File: src/hdl/ocd_pkg.sv
/*
  Shared constants and types for the operation command decoder of an
  eight-level interrupt controller: field positions, decode values, reset
  values and the command enumeration.
  Assumes nothing of its surroundings; it holds definitions only.
*/
package ocd_pkg;

  // Data word shape.
  localparam int DATA_W = 8;
  localparam int LEVEL_W = 3;

  // Priority and end-of-service word fields.
  localparam int LEVEL_LSB = 0;
  localparam int EOI_BIT = 5;
  localparam int USE_LEVEL_BIT = 6;
  localparam int SPIN_BIT = 7;

  // Address decode bits shared by both command words.
  localparam int DEC_LSB = 3;
  localparam logic [1:0] DEC_PRIORITY = 2'h0;
  localparam logic [1:0] DEC_STATUS = 2'h1;

  // Status and mode word fields.
  localparam int ISR_CHOOSE_BIT = 0;
  localparam int STATUS_READ_GO_BIT = 1;
  localparam int QUERY_BIT = 2;
  localparam int SPECIAL_MASK_VALUE_BIT = 5;
  localparam int SPECIAL_MASK_WRITE_EN_BIT = 6;

  // Poll answer: bit 7 flags a pending request, low bits carry its level.
  localparam int POLL_FLAG_BIT = 7;

  // Level of register_select that selects the mask word.
  localparam logic MASK_SELECT_LEVEL = 1'b1;

  // Reset values.
  localparam logic [7:0] MASK_RESET = 8'h00;
  localparam logic [2:0] LOWEST_PRIO_RESET = 3'h7;

  // Commands carried by bits 7..5 of the priority and end-of-service word.
  typedef enum logic [2:0] {
    OCD_ROT_AUTO_CLR,
    OCD_NS_EOI,
    OCD_NOP,
    OCD_SPEC_EOI,
    OCD_ROT_AUTO_SET,
    OCD_ROT_NS_EOI,
    OCD_SPEC_PRIO,
    OCD_ROT_SPEC_EOI
  } ocd_cmd_e;

  // Maps the spin, use-level and end-of-service bits onto a command.
  function automatic ocd_cmd_e ocd_decode(input logic [7:0] word);
    ocd_cmd_e c;
    c = OCD_NOP;
    unique case ({word[SPIN_BIT], word[USE_LEVEL_BIT], word[EOI_BIT]})
      3'h0: c = OCD_ROT_AUTO_CLR;
      3'h1: c = OCD_NS_EOI;
      3'h2: c = OCD_NOP;
      3'h3: c = OCD_SPEC_EOI;
      3'h4: c = OCD_ROT_AUTO_SET;
      3'h5: c = OCD_ROT_NS_EOI;
      3'h6: c = OCD_SPEC_PRIO;
      3'h7: c = OCD_ROT_SPEC_EOI;
    endcase
    return c;
  endfunction : ocd_decode

endpackage : ocd_pkg

File: src/hdl/ocd_top.sv
/*
  Operation command decoder of an eight-level interrupt controller. It takes
  the mask word, the priority and end-of-service word and the status and mode
  word from the host port, keeps the mask, rotation, read-select, poll and
  special mask state, and returns status or poll data on host reads.
  Assumes host port inputs synchronous to ref_clk, an initialization sequencer
  outside that raises init_done, and request and in-service registers outside
  that act on the in-service clear pulses and the rotation outputs.
*/
`timescale 1ns/1ps
module ocd_top #(
  parameter int N_LEVELS = 8
) (
  // Clock and reset.
  input wire logic ref_clk,
  input wire logic sys_rst,
  // Host port.
  input wire logic chip_sel_n,
  input wire logic wr_n,
  input wire logic rd_n,
  input wire logic register_select,
  input wire logic [7:0] din,
  output logic [7:0] dout,
  output logic dout_oe,
  // Neighbouring blocks.
  input wire logic init_done,
  input wire logic [7:0] pending_req_reg,
  input wire logic [7:0] in_service_reg,
  // Controls driven into the rest of the controller.
  output logic [7:0] interrupt_mask_word,
  output logic [7:0] masked_requests,
  output logic [7:0] in_service_clear,
  output logic [2:0] lowest_prio,
  output logic rotate_on_auto_eos,
  output logic special_mask_mode,
  output logic poll_mode
);

  // The command words are eight bits wide, so only eight levels are served.
  initial begin
    if (N_LEVELS != ocd_pkg::DATA_W) begin
      $error("ocd_top: N_LEVELS must equal the data width");
    end
  end

  typedef struct packed {
    logic [7:0] mask;
    logic isr_sel;
    logic poll;
    logic special_mask_value;
    logic rot_auto;
    logic [2:0] low_prio;
    logic [7:0] eos_clr;
    logic wr_prev;
    logic rd_prev;
    logic [7:0] dout;
    logic dout_oe;
  } ocd_state_s;

  ocd_state_s q;
  ocd_state_s next_q;

  logic wr_act;
  logic rd_act;
  logic wr_take;
  logic rd_end;
  logic [2:0] isr_top;
  logic isr_found;
  logic [2:0] req_top;
  logic req_found;
  logic [7:0] unmasked_req;
  logic [2:0] level;
  logic [1:0] dec;
  ocd_pkg::ocd_cmd_e cmd;

  // A strobe is live only while the chip is selected.
  assign wr_act = ~chip_sel_n & ~wr_n;
  assign rd_act = ~chip_sel_n & ~rd_n;
  // One command per write strobe: a long strobe must not repeat an end of
  // service, so only its first sampled cycle acts.
  assign wr_take = wr_act & ~q.wr_prev & init_done;
  assign rd_end = q.rd_prev & ~rd_act;

  // Field extraction from the host data.
  assign level = din[ocd_pkg::LEVEL_LSB +: ocd_pkg::LEVEL_W];
  assign dec = din[ocd_pkg::DEC_LSB +: 2];
  assign cmd = ocd_pkg::ocd_decode(din);

  // Requests that survive the mask, one gate per level.
  genvar gi;
  generate
    for (gi = 0; gi < N_LEVELS; gi++) begin : g_mask
      assign unmasked_req[gi] = pending_req_reg[gi] & ~q.mask[gi];
    end
  endgenerate

  // Highest in-service level, the target of a non-specific end of service.
  ocd_prio_pick #(
    .WIDTH(N_LEVELS),
    .IDX_W(ocd_pkg::LEVEL_W)
  ) u_isr_pick (
    .vec(in_service_reg),
    .lowest_prio(q.low_prio),
    .top_idx(isr_top),
    .found(isr_found)
  );

  // Highest unmasked pending level, reported by a poll read.
  ocd_prio_pick #(
    .WIDTH(N_LEVELS),
    .IDX_W(ocd_pkg::LEVEL_W)
  ) u_req_pick (
    .vec(unmasked_req),
    .lowest_prio(q.low_prio),
    .top_idx(req_top),
    .found(req_found)
  );

  // Next-state logic for every piece of state in the block.
  always_comb begin
    next_q = q;
    next_q.eos_clr = 8'h00;
    next_q.wr_prev = wr_act;
    next_q.rd_prev = rd_act;

    // Poll mode lasts exactly one read strobe.
    if (rd_end) begin
      next_q.poll = 1'b0;
    end

    if (wr_take) begin
      if (register_select == ocd_pkg::MASK_SELECT_LEVEL) begin
        next_q.mask = din;
      end else if (dec == ocd_pkg::DEC_PRIORITY) begin
        unique case (cmd)
          ocd_pkg::OCD_NS_EOI: begin
            if (isr_found) begin
              next_q.eos_clr[isr_top] = 1'b1;
            end
          end
          ocd_pkg::OCD_SPEC_EOI: begin
            next_q.eos_clr[level] = 1'b1;
          end
          ocd_pkg::OCD_ROT_NS_EOI: begin
            // With nothing in service there is nothing to end or rotate to.
            if (isr_found) begin
              next_q.eos_clr[isr_top] = 1'b1;
              next_q.low_prio = isr_top;
            end
          end
          ocd_pkg::OCD_ROT_AUTO_SET: begin
            next_q.rot_auto = 1'b1;
          end
          ocd_pkg::OCD_ROT_AUTO_CLR: begin
            next_q.rot_auto = 1'b0;
          end
          ocd_pkg::OCD_ROT_SPEC_EOI: begin
            next_q.eos_clr[level] = 1'b1;
            next_q.low_prio = level;
          end
          ocd_pkg::OCD_SPEC_PRIO: begin
            next_q.low_prio = level;
          end
          ocd_pkg::OCD_NOP: begin
            next_q.low_prio = q.low_prio;
          end
        endcase
      end else if (dec == ocd_pkg::DEC_STATUS) begin
        // Bit 7 is ignored; the host keeps it low.
        if (din[ocd_pkg::STATUS_READ_GO_BIT]) begin
          next_q.isr_sel = din[ocd_pkg::ISR_CHOOSE_BIT];
        end
        // A poll entry written in the same cycle a read ends still wins.
        if (din[ocd_pkg::QUERY_BIT] & din[ocd_pkg::STATUS_READ_GO_BIT]) begin
          next_q.poll = 1'b1;
        end
        if (din[ocd_pkg::SPECIAL_MASK_WRITE_EN_BIT]) begin
          next_q.special_mask_value = din[ocd_pkg::SPECIAL_MASK_VALUE_BIT];
        end
      end
    end

    // Read data is registered, so it trails the strobe by one clock. The
    // poll answer is chosen while poll mode still holds during the strobe.
    next_q.dout_oe = rd_act;
    if (register_select == ocd_pkg::MASK_SELECT_LEVEL) begin
      next_q.dout = q.mask;
    end else if (q.poll) begin
      next_q.dout = 8'h00;
      next_q.dout[ocd_pkg::POLL_FLAG_BIT] = req_found;
      next_q.dout[ocd_pkg::LEVEL_LSB +: ocd_pkg::LEVEL_W] = req_top;
    end else if (q.isr_sel) begin
      next_q.dout = in_service_reg;
    end else begin
      next_q.dout = pending_req_reg;
    end
  end

  // State register; reset values are constants only.
  always_ff @(posedge ref_clk or posedge sys_rst) begin
    if (sys_rst) begin
      q.mask <= ocd_pkg::MASK_RESET;
      q.isr_sel <= 1'b0;
      q.poll <= 1'b0;
      q.special_mask_value <= 1'b0;
      q.rot_auto <= 1'b0;
      q.low_prio <= ocd_pkg::LOWEST_PRIO_RESET;
      q.eos_clr <= 8'h00;
      q.wr_prev <= 1'b0;
      q.rd_prev <= 1'b0;
      q.dout <= 8'h00;
      q.dout_oe <= 1'b0;
    end else begin
      q <= next_q;
    end
  end

  // Outputs, all straight from the state register except the gated requests.
  assign interrupt_mask_word = q.mask;
  assign masked_requests = unmasked_req;
  assign in_service_clear = q.eos_clr;
  assign lowest_prio = q.low_prio;
  assign rotate_on_auto_eos = q.rot_auto;
  assign special_mask_mode = q.special_mask_value;
  assign poll_mode = q.poll;
  assign dout = q.dout;
  assign dout_oe = q.dout_oe;

endmodule : ocd_top

File: src/hdl/ocd_prio_pick.sv
/*
  Rotating priority picker: finds the set bit of highest priority when the
  level just above lowest_prio ranks first and priority falls upward, wrapping.
  Assumes a power-of-two vector width; purely combinational.
*/
`timescale 1ns/1ps
module ocd_prio_pick #(
  parameter int WIDTH = 8,
  parameter int IDX_W = 3
) (
  // Inputs.
  input wire logic [WIDTH-1:0] vec,
  input wire logic [IDX_W-1:0] lowest_prio,
  // Result.
  output logic [IDX_W-1:0] top_idx,
  output logic found
);

  // The modulo wrap below is a plain truncation, so the width must fit.
  initial begin
    if (WIDTH != (1 << IDX_W)) begin
      $error("ocd_prio_pick: WIDTH must be two to the power IDX_W");
    end
  end

  // Walk from the weakest offset to the strongest so the strongest wins.
  always_comb begin
    logic [IDX_W-1:0] cand;
    cand = '0;
    top_idx = '0;
    found = 1'b0;
    for (int k = WIDTH; k >= 1; k--) begin
      cand = IDX_W'(lowest_prio + IDX_W'(k));
      if (vec[cand]) begin
        top_idx = cand;
        found = 1'b1;
      end
    end
  end

endmodule : ocd_prio_pick

File: config.mk
export PLATFORM = sky130hd
export DESIGN_NAME = ocd_top
export DESIGN_NICKNAME = d
export VERILOG_FILES = /design/src/hdl/ocd_pkg.sv /design/src/hdl/ocd_top.sv /design/src/hdl/ocd_prio_pick.sv
export SDC_FILE = /design/constraint.sdc
export NUM_CORES = 1
export LEC_CHECK = 0
export BUFFER_PORTS_ARGS = -buffer_cell sky130_fd_sc_hd__buf_2
export CORE_ASPECT_RATIO = 2
export CORE_MARGIN = 2
export CORE_UTILIZATION = 40
export CTS_CLUSTER_DIAMETER = 50
export CTS_CLUSTER_SIZE = 12
export DETAILED_ROUTE_END_ITERATION = 10
export SLEW_MARGIN = 25
export SYNTH_ARGS = -nofsm -noshare
export SYNTH_HDL_FRONTEND = slang
export SYNTH_SLANG_ARGS = --single-unit
File: constraint.sdc
create_clock -name ref_clk -period 5.4 [get_ports ref_clk]
set_input_delay 0.54 -clock ref_clk [delete_from_list [all_inputs] [get_ports ref_clk]]
set_output_delay 0.54 -clock ref_clk [all_outputs]
set_load 0.05 [all_outputs]
---- Yosys cells after proc, flatten, opt, wreduce, memory -nomap -nowiden ----
Memories as Yosys holds them, arrays and structs flattened.
Cells that the tools add are included.
operators by class
  $add $sub $neg .......................... 7
  multipliers ............................. 0
  div/mod/pow operators ................... 0
  $lt $le $gt $ge ......................... 12
  equal/unequal tests ..................... 8
  shift-type cells ........................ 0
  mux-type cells .......................... 84
  bitwise logic cells ..................... 29
  reductions and logical operators ........ 13
operators with widths
  kind                                                  count
  binary-select mux 1 bit (select 3 bit)                16
  two-way mux 3 bit                                     16
  < comparator 3 x 4 -> 1 bit (second input constant)   10
  two-way mux 1 bit                                     37
  two-way mux 8 bit                                     4
  two-way mux 14 bit                                    2
  case mux 8 bit (3 select lines)                       1
  inverter 1 bit                                        15
  AND reduction 5 bit                                   3
  AND 1 bit                                             14
  adder 3 bit (second input constant)                   4
  == test 3 bit (second input constant)                 4
  two-way mux 12 bit                                    1
  two-way mux 11 bit                                    1
  adder 3 x 2 -> 3 bit (second input constant)          2
  demux 1 bit (select 3 bit)                            2
  >= comparator 3 x 1 -> 1 bit (second input constant)  2
  case mux 3 bit (2 select lines)                       1
  two-way mux 2 bit                                     2
  AND reduction 4 bit                                   1
  nonzero test 2 bit                                    2
  OR reduction 2 bit                                    2
  adder 3 x 1 -> 3 bit (second input constant)          1
  == test 3 x 1 -> 1 bit (second input constant)        1
  8 further kinds                                       9
storage, ports and cells
  flip-flop bits (word level) ............. 33
  bits in latches ......................... 0
  bits in writable memories ............... 0
  bits in read-only memories .............. 24
  input bits .............................. 31
  output and inout port bits .............. 39
  word-level logic and storage cells ...... 164
  memories ................................ 1
memories
  memory           depth  bits a word  read ports  clocked after memory_dff  write ports  RTL line       RTL
  (no name shown)  8      3            1           0                         0            ocd_pkg.sv:57  unique case ({word[SPIN_BIT], word[USE_LEVEL_BIT], word[EOI_BIT]})

---- Logic depth before layout (Yosys ltp) ----
  depth in word-level cells ............... 19
  depth in mapped cells ................... 15
  depth with buffers taken out ............ 10

---- By module ----
Synthesis repeated with hierarchy kept, for this count alone.
second synthesis, totals
  cells, all modules ...................... 327
  area total of the unflattened synthesis .. 3171.8 sq um
by module, submodules not included
  module         times used  cells an instance  area each (sq um)  seq. area each (sq um)
  ocd_top        1           173                1823.0             829.5
  ocd_prio_pick  2           77                 674.4              0.0

---- Least setup slack after synthesis ----
OpenSTA, ideal clock, no wires.
  path type ............................... register to register
  start point ............................. register q, in the netlist lowest_prio[1]
  end point ............................... register q, in the netlist in_service_clear[7]
  setup time .............................. 0.065 ns
  data arrival time ....................... 3.762 ns
  data required time ...................... 5.335 ns
  slack ................................... 1.573 ns
  cell stages (with the launch flop) ...... 15
  buffers on the path ..................... 4
  clock period less this slack ............ 3.827 ns
  cells stage by stage .................... dfstp_2 -> clkbuf_1 -> buf_2 -> inv_1 -> clkbuf_1 -> ha_1 -> buf_2 -> mux4_2 -> mux2i_1 -> nand2_1 -> a211oi_1 -> a31oi_4 -> nor3b_1 -> nor2b_1 -> o21ba_1
RTL lines
  what                    RTL line        RTL
  start, declared         ocd_top.sv:60   ocd_state_s q;
  start signal, assigned  ocd_top.sv:214  q <= next_q;

==> reports/results.txt <==
status = finished clean
share of layout cells above drive strength 1 = 31.89%
# nets final = 449
delay-heaviest family, CP = multiplexers
CP arrival = 4.02 ns
Tightest Pin Transition = 0.7522 ns
Initial DRT Pass Iterations = 5
maximum VDD drop = 0.3187 mV
Mapped Nets = 423
WS Path Type = flip-flop to flip-flop
Leak = 1.727 nW
Crit path largest cell delay = 0.80 ns
vias in the first global route = 3,209
Final HPWL DP = 8588 um
Avg WL per Cell = 21.38 um
CP max FO = 17
# H-tree levels = 2
Syn Inst Count = 390
Placement Rows = 49
setup bufs post-CTS = 0
Fin Setup TNS = 0 ns
maximum clock path buffer count = 2
Final Setup Violations = 0
Final min period = 3.795 ns
RR Startpoint = lowest_prio[1]$_DFFE_PP1P_
initial antenna violation count = 0
initial core utilization = 40.72%
CTS resizes = 0
Remaining DRCs = 0
Finished Layout Cells = 519
CP startpoint = lowest_prio[1]$_DFFE_PP1P_
Yosys reg bits = 33
CTS Buf Count = 5
Worst Path Required = 5.63 ns
DIE WIDTH = 71.27 um
CP Capture Type = flip-flop
antenna cells = 0
Initial DRC Count = 258
GRT Total Usage = 22.30%
pin count of the biggest net entering global routing = 36
RSZ-0062 raised after global routing = false
Via density = 6.395
die area = 9872 um^2
fin crit share = 70.27%
Highest Clock Rate = 263.5 MHz
DIE HEIGHT = 138.5 um
core area = 8890 um^2
DRT antenna net count = 0
Post-synth EDFFs = 0
Top FF cell, synth = dfrtp_1
Yosys warnings = 0
CP bufs+invs = 1
final instance area = 3960 um^2
final wirelength = 11,100 um
Clock Skew = 0.006499 ns
Clock transition at path regs = 0.06 ns
DP Area = 3787 um^2
Avg Inst Size Synth = 9.281 um^2
fin. max-slew vios = 0
Vias = 3,319
global-route wire length before repair = 17,170 um
Power Density = 384.5 nW/um^2
clk root buf = clkbuf_16
hold bufs inserted after CTS = 0
Hold Path Class = input port to async pin
CP Cell Sequence = inv_1 -> ha_1 -> mux4_2 -> mux2i_1 -> nand2_1 -> a211oi_1 -> a31oi_4 -> nor3b_1 -> nor2b_1 -> o21ba_1
Slew headroom = 49.49%
mapped cell area = 3620 um^2
register area share after synthesis = 22.92%
Yosys cell types = 67
Area growth, synth to finish = 9.402%
Finished Core Util = 44.55%
Clock Latency Late Sink = 0.29 ns
critical path launch point type = flip-flop
MaxCap Viol Count = 0
slowest CP cell = ha_1
Post-synth ARST share = 100.0%
GPL Wtd Cong = 0.9849
CTS tree = built
gr ovfl total = 0
Placed Cells = 511
CTS Sinks = 33
Final Hold Viols = 0
I/O pins = 70
IO buf count = 69
## cells in the mapped netlist (all sizes together), types with 12 or more instances
library cell	instances	area (um^2)
clkbuf	18	67.56
buf	35	260.2
mux2i	29	315.3
mux2	24	270.3
nor2	25	93.84
nor2b	15	93.84
dfrtp	30	750.7
inv	13	48.79
a211oi	12	90.09
mux4	20	465.5
o21ai	17	88.83
nand2	35	131.4
## layout make-up
cell class / count / area (um^2)
Clock buffer: 7 / 142.6
Clock inverter: 1 / 30.03
Fill cell: 832 / 4930
Inverter: 13 / 48.80
Multi-Input combinational cell: 291 / 2414
Sequential cell: 33 / 829.5
Tap cell: 102 / 127.6
Timing Repair Buffer: 72 / 367.9
## layout by cell type, fill, tap and decap left out, types with 4 or more instances in the layout
master / instances
buf_2: 69
nand2_1: 35
dfrtp_1: 30
mux2i_1: 27
nor2_1: 25
mux2_2: 24
mux4_2: 16
nor2b_1: 15
o21ai_0: 15
inv_1: 12
a211oi_1: 12
nand2b_1: 8
a21oi_1: 8
nor3_1: 8
nand3_1: 6
o31ai_1: 5
a22oi_1: 5
o32ai_1: 5
clkbuf_16: 5
a31oi_1: 4
o211ai_1: 4
a21o_1: 4
mux4_1: 4
## power breakdown
part           switching (mW)  internal [mW]  total, mW
clock                   0.110          0.230      0.340
combinational           0.549          0.317      0.867
sequential             0.0354          0.280      0.316
total                   0.695          0.828       1.52
## state kept, by name, indices dropped and copies added, names as in the netlist
signal	flops
in_service_clear	8
lowest_prio	3
q	2
interrupt_mask_word	8
dout	8
rotate_on_auto_eos	1
dout_oe	1
special_mask_mode	1
poll_mode	1
## final timing paths
path | cells after the start | slack, ns | endpoint
setup / recovery | 10 | 1.61 | in_service_clear[7]$_DFF_PP0_
hold / removal | 3 | 0.33 | dout[4]$_DFF_PP0_
setup reg to reg | 10 | 1.61 | in_service_clear[7]$_DFF_PP0_
hold reg to reg | 1 | 0.51 | special_mask_mode$_DFFE_PP0P_
max in group asynchronous | 3 | 4.72 | lowest_prio[2]$_DFFE_PP1P_
min in group ref_clk | 2 | 0.41 | dout_oe$_DFF_PP0_
## layer usage
| layer | vias up | global-route usage (%) | routed length (um) |
|---|---|---|---|
| li1 | 1490 | - | - |
| met1 | 1662 | 23.14 | 3839 |
| met2 | 133 | 42.25 | 6334 |
| met3 | 34 | 2.762 | 485 |
| met4 | 0 | 10.72 | 438 |
| met5 | - | 0 | 0 |
## worst min-delay path: stages
cell,delay [ns]
buf_2,0.09
inv_1,0.04
buf_4,0.37
## cell families (layout without fill, tap and decap cells)
family,Yosys count,in the layout,synth area share [%]
AOI/OAI and AO/OA,92,92,18.94
xor gates and xnor gates,6,6,1.660
adders and majority gates,2,2,0.6912
buffers and inverters,66,93,10.40
DFF,33,33,22.92
muxes,73,73,29.04
and+or+nand+nor,118,118,16.35
## per-stage QoR
step,setup slack (ns),hold WS (ns),power [mW]
after global placement,1.696,0.4898,1.167
after floorplan,1.573,0.4801,1.029
final,1.605,0.3311,1.523
after CTS,1.603,0.3539,1.518
after detailed placement,1.618,0.4946,1.173
after global routing,1.366,0.3887,1.595
No activity file was read; power rests on OpenSTA's default activity.
